--- config.mk ---
export PLATFORM = sky130hd
export DESIGN_NAME = flash_self_program_ctrl
export DESIGN_NICKNAME = d
export VERILOG_FILES = /design/src/flash_self_program_pkg.sv /design/src/flash_self_program_ctrl.sv
export SDC_FILE = /design/constraint.sdc
export NUM_CORES = 1
export LEC_CHECK = 0
export BUFFER_PORTS_ARGS = -buffer_cell sky130_fd_sc_hd__buf_2
export CORE_UTILIZATION = 25
export DETAILED_ROUTE_END_ITERATION = 10
export HOLD_SLACK_MARGIN = 0.05
export PLACE_DENSITY = 0.44
export SETUP_SLACK_MARGIN = 0.1
export SYNTH_ARGS = -nofsm -noshare
export SYNTH_HDL_FRONTEND = slang
export SYNTH_SLANG_ARGS = --single-unit
--- constraint.sdc ---
create_clock -name clk_sys -period 2.05 [get_ports clk_sys]
set_input_delay 0.1025 -clock clk_sys [delete_from_list [all_inputs] [get_ports clk_sys]]
set_output_delay 0.1025 -clock clk_sys [all_outputs]
set_load 0.005 [all_outputs]
--- src/flash_self_program_pkg.sv ---
// Constants for the flash self-programming controller
package flash_self_program_pkg;

  // Register addresses on the special function register port
  localparam logic [7:0] ADDR_SYSTEM_CONTROL = 8'h00_BF;
  localparam logic [7:0] ADDR_FLASH_ADDR_HI  = 8'h00_F4;
  localparam logic [7:0] ADDR_FLASH_ADDR_LO  = 8'h00_F5;
  localparam logic [7:0] ADDR_FLASH_DATA     = 8'h00_F6;
  localparam logic [7:0] ADDR_FLASH_OP_CTRL  = 8'h00_F7;

  // System control fields
  localparam int BIT_WATCHDOG_RESET   = 7;
  localparam int BIT_DATA_FLASH_EN    = 3;
  localparam int BIT_SELF_PROG_EN     = 2;
  localparam int BIT_EXTRA_RAM_EN     = 1;
  localparam int BIT_STROBE_INHIBIT   = 0;

  // Operation control fields
  localparam int BIT_OP_START         = 7;
  localparam int BIT_ZONE_SELECT      = 5;
  localparam int BIT_FUNC_HI          = 1;
  localparam int BIT_FUNC_LO          = 0;

  // Reset values
  localparam logic [7:0] RESET_SYSTEM_CONTROL = 8'h00_00;
  localparam logic [7:0] RESET_BYTE           = 8'h00_00;

  // Unlock key values written to the data register
  localparam logic [7:0] UNLOCK_KEY_A = 8'h00_55;
  localparam logic [7:0] UNLOCK_KEY_B = 8'h00_AA;

  // Page erase geometry
  localparam int PAGE_BYTES = 512;

  // Function codes
  typedef enum logic [1:0]
  {
    FUNC_BYTE_PROGRAM = 2'b00,
    FUNC_ERASE_PROT   = 2'b01,
    FUNC_PAGE_ERASE   = 2'b10,
    FUNC_FULL_ERASE   = 2'b11
  } op_function_code_t;

  // Sequencer states, Gray along idle-issue-wait-done
  typedef enum logic [1:0]
  {
    ST_IDLE  = 2'b00,
    ST_ISSUE = 2'b01,
    ST_WAIT  = 2'b11,
    ST_DONE  = 2'b10
  } seq_state_t;

  // Unlock progress
  typedef enum logic [1:0]
  {
    UL_NONE  = 2'b00,
    UL_ONE   = 2'b01,
    UL_TWO   = 2'b11,
    UL_OPEN  = 2'b10
  } unlock_state_t;

endpackage : flash_self_program_pkg
--- src/flash_self_program_ctrl.sv ---
// Flash self-programming controller behind the special function registers
//
// Function
// Watchdog reset sets status bit seven
// Bit three enables data flash, off after reset
// Bit two enables self programming
// Bit one enables extra 768 byte RAM
// Bit zero inhibits address latch strobe clock
// High and low registers form flash address
// Data register holds operation byte
// Control: start bit7, zone bit5, function bits1:0
// Zone bit is seventeenth flash address bit
// Start bit begins operation; clear means none
// Function codes select program, protect, page, full erase
// Full erase spares locked boot region
// Start bit read-only until unlock sequence
// Software writes 55h, AAh, 55h before starting
// Start captures address and data registers
// Program counter held during operation
// Completion clears start bit, releases counter
// Software orders unlock, enable, load, start
// Page erase clears 512 byte page
// Start ignored while self programming disabled
// Unused control bits read zero, ignore writes
`timescale 1ns/100ps

module flash_self_program_ctrl
  import flash_self_program_pkg::*;
(
  input  wire logic        clk_sys,
  input  wire logic        rst_n,
  // Special function register port from the core
  input  wire logic        sfr_wr,
  input  wire logic        sfr_rd,
  input  wire logic [7:0]  sfr_addr,
  input  wire logic [7:0]  sfr_wdata,
  output logic      [7:0]  sfr_rdata,
  output logic             sfr_hit,
  // Reset cause from the watchdog timer
  input  wire logic        watchdog_timer_reset,
  // Boot lock configuration
  input  wire logic        boot_lock_active,
  input  wire logic [16:0] boot_region_base,
  // Flash array command port
  output logic             flash_cmd_valid,
  output logic [1:0]       flash_cmd_func,
  output logic [16:0]      flash_cmd_addr,
  output logic [16:0]      flash_cmd_last,
  output logic [7:0]       flash_cmd_data,
  input  wire logic        flash_cmd_done,
  // Core and chip controls
  output logic             pc_hold,
  output logic             data_flash_enable,
  output logic             extra_ram_enable,
  output logic             latch_strobe_inhibit,
  output logic             self_program_enable
);

  ////////////////////////////////////////////////////////////////////
  // Register state

  logic [7:0]     flash_addr_high_reg;
  logic [7:0]     flash_addr_low_reg;
  logic [7:0]     flash_write_data_reg;
  logic           watchdog_reset_flag_reg;
  logic           data_flash_enable_reg;
  logic           self_program_enable_reg;
  logic           extra_ram_enable_reg;
  logic           latch_strobe_inhibit_reg;
  logic           op_start_bit_reg;
  logic           flash_zone_select_reg;
  logic [1:0]     op_function_code_reg;
  unlock_state_t  unlock_reg;
  unlock_state_t  unlock_next;
  seq_state_t     state_reg;
  seq_state_t     state_next;
  logic [7:0]     sfr_rdata_reg;
  logic           sfr_hit_reg;

  ////////////////////////////////////////////////////////////////////
  // Address decode

  wire sel_sys  = (sfr_addr == ADDR_SYSTEM_CONTROL);
  wire sel_ahi  = (sfr_addr == ADDR_FLASH_ADDR_HI);
  wire sel_alo  = (sfr_addr == ADDR_FLASH_ADDR_LO);
  wire sel_data = (sfr_addr == ADDR_FLASH_DATA);
  wire sel_ctrl = (sfr_addr == ADDR_FLASH_OP_CTRL);
  wire sel_any  = sel_sys | sel_ahi | sel_alo | sel_data | sel_ctrl;

  wire wr_sys   = sfr_wr & sel_sys;
  wire wr_ahi   = sfr_wr & sel_ahi;
  wire wr_alo   = sfr_wr & sel_alo;
  wire wr_data  = sfr_wr & sel_data;
  wire wr_ctrl  = sfr_wr & sel_ctrl;

  wire busy     = (state_reg != ST_IDLE);

  ////////////////////////////////////////////////////////////////////
  // Unlock sequence tracking

  wire key_a = (sfr_wdata == UNLOCK_KEY_A);
  wire key_b = (sfr_wdata == UNLOCK_KEY_B);

  always_comb
  begin
    unlock_next = unlock_reg;
    if (wr_data)
    begin
      unique case (unlock_reg)
        UL_NONE: unlock_next = key_a ? UL_ONE : UL_NONE;
        UL_ONE:  unlock_next = key_b ? UL_TWO : (key_a ? UL_ONE : UL_NONE);
        UL_TWO:  unlock_next = key_a ? UL_OPEN : UL_NONE;
        UL_OPEN: unlock_next = UL_OPEN;
      endcase
    end
    if (wr_ctrl)
      unlock_next = UL_NONE;
  end

  // Start accepted only when unlocked, enabled and idle
  wire start_req  = wr_ctrl & sfr_wdata[BIT_OP_START];
  wire start_ok   = start_req & (unlock_reg == UL_OPEN)
                  & self_program_enable_reg & ~busy;

  ////////////////////////////////////////////////////////////////////
  // Operation address range

  wire        flash_zone_select_next_w = sfr_wdata[BIT_ZONE_SELECT];
  wire [7:0]  sfr_addr_hi_cap = flash_addr_high_reg;
  wire [16:0] cap_addr = {flash_zone_select_next_w, sfr_addr_hi_cap, flash_addr_low_reg};
  wire [1:0]  func_w   = sfr_wdata[BIT_FUNC_HI:BIT_FUNC_LO];

  // Page erase covers the even/odd high-byte pair
  localparam logic [16:0] PAGE_MASK = 17'(PAGE_BYTES - 1);
  wire [16:0] page_base = cap_addr & ~PAGE_MASK;
  wire [16:0] page_last = cap_addr | PAGE_MASK;
  wire        in_boot   = boot_lock_active & ~flash_zone_select_next_w
                        & (page_base >= boot_region_base);
  // Full erase stops short of a locked boot region
  wire [16:0] full_last = boot_lock_active
                        ? (boot_region_base - 17'd1) : 17'h1_FFFF;
  wire        blocked   = (func_w == FUNC_PAGE_ERASE) & in_boot;

  ////////////////////////////////////////////////////////////////////
  // Sequencer

  // Refused boot page erase stays idle, no done will follow
  always_comb
  begin
    state_next = state_reg;
    unique case (state_reg)
      ST_IDLE:  if (start_ok & ~blocked) state_next = ST_ISSUE;
      ST_ISSUE: state_next = ST_WAIT;
      ST_WAIT:  if (flash_cmd_done) state_next = ST_DONE;
      ST_DONE:  state_next = ST_IDLE;
    endcase
  end

  logic [16:0] cmd_addr_w;
  logic [16:0] cmd_last_w;
  always_comb
  begin
    cmd_addr_w = cap_addr;
    cmd_last_w = cap_addr;
    unique case (op_function_code_t'(func_w))
      FUNC_BYTE_PROGRAM: cmd_last_w = cap_addr;
      FUNC_ERASE_PROT:   cmd_last_w = cap_addr;
      FUNC_PAGE_ERASE:
      begin
        cmd_addr_w = page_base;
        cmd_last_w = page_last;
      end
      FUNC_FULL_ERASE:
      begin
        cmd_addr_w = 17'h0_0000;
        cmd_last_w = full_last;
      end
    endcase
  end

  ////////////////////////////////////////////////////////////////////
  // Registers

  always_ff @(posedge clk_sys)
  begin
    if (!rst_n)
    begin
      flash_addr_high_reg      <= RESET_BYTE;
      flash_addr_low_reg       <= RESET_BYTE;
      flash_write_data_reg     <= RESET_BYTE;
      data_flash_enable_reg    <= RESET_SYSTEM_CONTROL[BIT_DATA_FLASH_EN];
      self_program_enable_reg  <= RESET_SYSTEM_CONTROL[BIT_SELF_PROG_EN];
      extra_ram_enable_reg     <= RESET_SYSTEM_CONTROL[BIT_EXTRA_RAM_EN];
      latch_strobe_inhibit_reg <= RESET_SYSTEM_CONTROL[BIT_STROBE_INHIBIT];
      op_start_bit_reg         <= 1'b0;
      flash_zone_select_reg    <= 1'b0;
      op_function_code_reg     <= 2'b00;
      unlock_reg               <= UL_NONE;
      state_reg                <= ST_IDLE;
    end
    else
    begin
      unlock_reg <= unlock_next;
      state_reg  <= state_next;
      if (wr_ahi)
        flash_addr_high_reg <= sfr_wdata;
      if (wr_alo)
        flash_addr_low_reg <= sfr_wdata;
      if (wr_data)
        flash_write_data_reg <= sfr_wdata;
      if (wr_sys)
      begin
        data_flash_enable_reg    <= sfr_wdata[BIT_DATA_FLASH_EN];
        self_program_enable_reg  <= sfr_wdata[BIT_SELF_PROG_EN];
        extra_ram_enable_reg     <= sfr_wdata[BIT_EXTRA_RAM_EN];
        latch_strobe_inhibit_reg <= sfr_wdata[BIT_STROBE_INHIBIT];
      end
      if (wr_ctrl & ~busy)
      begin
        flash_zone_select_reg <= sfr_wdata[BIT_ZONE_SELECT];
        op_function_code_reg  <= func_w;
      end
      if (start_ok & ~blocked)
        op_start_bit_reg <= 1'b1;
      else if (state_reg == ST_DONE)
        op_start_bit_reg <= 1'b0;
    end
  end

  // Watchdog cause must stand while rst_n is low; other resets clear
  always_ff @(posedge clk_sys)
  begin
    if (watchdog_timer_reset)
      watchdog_reset_flag_reg <= 1'b1;
    else if (!rst_n)
      watchdog_reset_flag_reg <= RESET_SYSTEM_CONTROL[BIT_WATCHDOG_RESET];
    else if (wr_sys & ~sfr_wdata[BIT_WATCHDOG_RESET])
      watchdog_reset_flag_reg <= 1'b0;
  end

  // Flash command: captured at start, pulse on issue
  always_ff @(posedge clk_sys)
  begin
    if (!rst_n)
    begin
      flash_cmd_valid <= 1'b0;
      flash_cmd_func  <= 2'b00;
      flash_cmd_addr  <= 17'h0_0000;
      flash_cmd_last  <= 17'h0_0000;
      flash_cmd_data  <= RESET_BYTE;
      pc_hold         <= 1'b0;
    end
    else
    begin
      flash_cmd_valid <= start_ok & ~blocked;
      if (start_ok)
      begin
        flash_cmd_func <= func_w;
        flash_cmd_addr <= cmd_addr_w;
        flash_cmd_last <= cmd_last_w;
        flash_cmd_data <= flash_write_data_reg;
      end
      if (start_ok & ~blocked)
        pc_hold <= 1'b1;
      else if (state_reg == ST_WAIT && flash_cmd_done)
        pc_hold <= 1'b0;
    end
  end

  ////////////////////////////////////////////////////////////////////
  // Read path, registered

  wire [7:0] sys_view  = {watchdog_reset_flag_reg, 3'b000, data_flash_enable_reg,
                          self_program_enable_reg, extra_ram_enable_reg,
                          latch_strobe_inhibit_reg};
  wire [7:0] ctrl_view = {op_start_bit_reg, 1'b0, flash_zone_select_reg,
                          3'b000, op_function_code_reg};
  wire [7:0] rd_mux    = sel_sys  ? sys_view
                       : sel_ahi  ? flash_addr_high_reg
                       : sel_alo  ? flash_addr_low_reg
                       : sel_data ? flash_write_data_reg
                       : sel_ctrl ? ctrl_view
                       : 8'h00_00;

  always_ff @(posedge clk_sys)
  begin
    if (!rst_n)
    begin
      sfr_rdata_reg <= 8'h00_00;
      sfr_hit_reg   <= 1'b0;
    end
    else
    begin
      sfr_rdata_reg <= sfr_rd ? rd_mux : 8'h00_00;
      sfr_hit_reg   <= (sfr_rd | sfr_wr) & sel_any;
    end
  end

  assign sfr_rdata            = sfr_rdata_reg;
  assign sfr_hit              = sfr_hit_reg;
  assign data_flash_enable    = data_flash_enable_reg;
  assign self_program_enable  = self_program_enable_reg;
  assign extra_ram_enable     = extra_ram_enable_reg;
  assign latch_strobe_inhibit = latch_strobe_inhibit_reg;

endmodule : flash_self_program_ctrl

==> flow_metrics.py <==
metrics = {
    "yosys": {
        "synth-seq-cells": 92,
        "yosys.area.top_type": "dfxtp_1",
        "synth_area_leaders": "dfxtp_1, mux2i_1, a21oi_1",
        "yosys.area.top_type_share_pct": 41.68,
        "synth.most_common_cell": "dfxtp_1",
        "synth_edf_count": 0,
        "synth.cell_area_mm2": 0.004419,
        "synth_ff_type": "dfxtp_1",
        "syn-num-nets": 554,
        "synth_cell_types": 55,
        "ys_seq_area_share_pct": 41.68,
        "syn_inst": 504,
        "async_flop_share_pct": 0,
        "synthTopCellsByCount": "dfxtp_1, nand2_1, nor2_1",
        "yosysWarnings": 0,
        "synth_area_per_cell_um2": 8.768,
    },
    "floorplan": {
        "start_util_pct": 25.55,
        "fp.dieH_um": 135.0,
        "coreArea_mm2": 0.01730,
        "dieArea_mm2": 0.01821,
        "rows": 48,
        "floorplan.io_pins": 99,
        "die_x_um": 135.0,
    },
    "power_and_ir_drop": {
        "leakagePower_nw": 2.311,
        "power_mw": 3.694,
        "vdd.ir_drop.worst_mv": 0.3947,
        "power.density_mw_per_mm2": 649.0,
    },
    "place": {
        "dp_hpwl_mm": 11.03,
        "gp_congestion": 0.8313,
        "placed_area_mm2": 0.005278,
        "place_ws_ns": 0.06935,
        "placed_cells": 820,
        "port_buffers": 98,
    },
    "final_layout": {
        "final_util_pct": 32.91,
        "diodes": 0,
        "largestRegisters": "flash_cmd_addr x17, flash_cmd_last x17",
        "drive_gt1_share_pct": 27.71,
        "finalNonFillerCells": 842,
        "nets": 662,
        "area_growth_pct": 28.79,
        "final_area_mm2": 0.005692,
    },
    "timing": {
        "finClkSkew_ns": 0.007852,
        "max_freq_ghz": 0.5049,
        "finalSetupViolCount": 0,
        "slew_headroom_pct": 54.89,
        "period_share_pct": 96.61,
        "grt_setup_unrepaired": "yes",
        "worst_slack_ns": 0.06942,
        "hold_viol_final": 0,
        "period_minus_slack_ns": 1.981,
        "whs_ns": 0.04382,
        "tightest_slew_ns": 0.6766,
        "slew_violations": 0,
        "setup_tns_ns": 0,
    },
    "grt": {
        "grt_pass1_wl_mm": 23.35,
        "grt_pass1_vias": 4071,
        "antenna_found_initial": 0,
        "grt.overflow.total": 0,
        "grt_start_max_net_pins": 65,
        "track_usage_pct": 17.15,
    },
    "routing": {
        "dr.pass1.iters": 5,
        "avgRoutedWirePerCell_um": 18.17,
        "wl_mm": 15.30,
        "drt.antenna.violating_nets": 0,
        "via_count": 4211,
        "drc": 0,
        "drt-initial-drc-count": 245,
        "avgViaCountPerCell": 5.001,
    },
    "clock_tree": {
        "cts_inserted_buffers": 9,
        "clock_sinks": 92,
        "htreeDepth": 3,
        "cts_root_buffer": "clkbuf_16",
        "clock_latency_ns": 0.35,
        "clk_pin_slew_ns": 0.07,
        "cts_tree": "yes",
        "clock_path_buffers": 2,
    },
    "worst_hold_path": {
        "worstHoldPathCells": 4,
        "hold_class": "in2reg",
    },
    "setup_path": {
        "start_kind": "flop",
        "cp_max_fo": 6,
        "cp_data_arrival_time_ns": 2.29,
        "critPathCaptureType": "flop",
        "crit_required_ns": 2.36,
        "ff2ff_path_depth": 5,
        "crit_type": "reg2reg",
    },
    "flow_run": {
        "cap_violations": 0,
    },
    "outcome": {
        "outcome": "complete, no violations",
    },
}
[final timing paths]
| kind | endpoint | slack [ns] | from |
|---|---|---|---|
| max | flash_cmd_last[7]$_SDFFE_PN0P_ | 0.07 | state_reg[1]$_SDFFE_PN0P_ |
| max reg2reg | flash_cmd_last[7]$_SDFFE_PN0P_ | 0.07 | state_reg[1]$_SDFFE_PN0P_ |
| min reg2reg | flash_cmd_addr[7]$_SDFFE_PN0P_ | 0.45 | flash_cmd_addr[7]$_SDFFE_PN0P_ |
| min | state_reg[0]$_SDFFE_PN0P_ | 0.04 | flash_cmd_done |
[layout make-up]
class / instances / area, µm²
Clock inverter: 7 / 57.56
Fill cell: 1859 / 11600
Inverter: 18 / 67.56
Tap cell: 225 / 281.5
Timing Repair Buffer: 132 / 828.3
Clock buffer: 9 / 225.2
Multi-Input combinational cell: 359 / 2387
Sequential cell: 92 / 1844
[cells in the final DEF, fill, tap and decap left out, types with 10 or more instances in the layout]
master and instances:
clkbuf_16 11, nor2_1 44, nand3_1 22, buf_2 98, ha_1 10, inv_1 17, dfxtp_1 90, buf_4 28
nand3b_1 10, mux2i_1 37, o21ai_0 20, nand2_1 56, a21oi_1 42
[timing repair]
| item | 4_1_cts | 5_1_grt |
|---|---|---|
| hold buffers | 1 | 0 |
| gates resized for setup | 0 | 11 |
| pin swaps | 1 | 6 |
| gates cloned | 1 | 2 |
| setup buffers | 0 | 2 |
| hold endpoints to repair | 1 | 0 |
| setup endpoints to repair | 3 | 34 |
[routing by layer]
| metal | wire, µm | track usage (%) |
|---|---|---|
| met1 | 7387 | 23.89 |
| met5 | 0 | 0 |
| met4 | 303 | 7.179 |
| met3 | 861 | 3.754 |
| met2 | 6745 | 25.34 |
[where the power goes]
group / total (mW) / leakage, nW / internal [mW] / switching [mW]
sequential: 1.79 / 0.742 / 1.79 / 0.00138
clock: 1.64 / 0.141 / 0.843 / 0.796
combinational: 0.265 / 1.43 / 0.0879 / 0.177
[cells by family (layout without fill, tap and decap cells)]
family	count (synthesis)	in the layout	synth area share [%]
mux	40	40	9.145
compound gates	114	114	17.30
fa+ha+maj	10	10	2.831
flops	92	92	41.68
buf+inv	53	166	4.898
simple gates	193	193	23.75
xor+xnor	2	2	0.3964
[critical path, stage by stage (launching register included)]
cell and delay [ns]:
dfxtp_2 0.32, or3b_4 0.40, or4_4 0.67, clkbuf_16 0.21, a311oi_2 0.19, a31o_2 0.13
(Power assumes the default switching activity.)
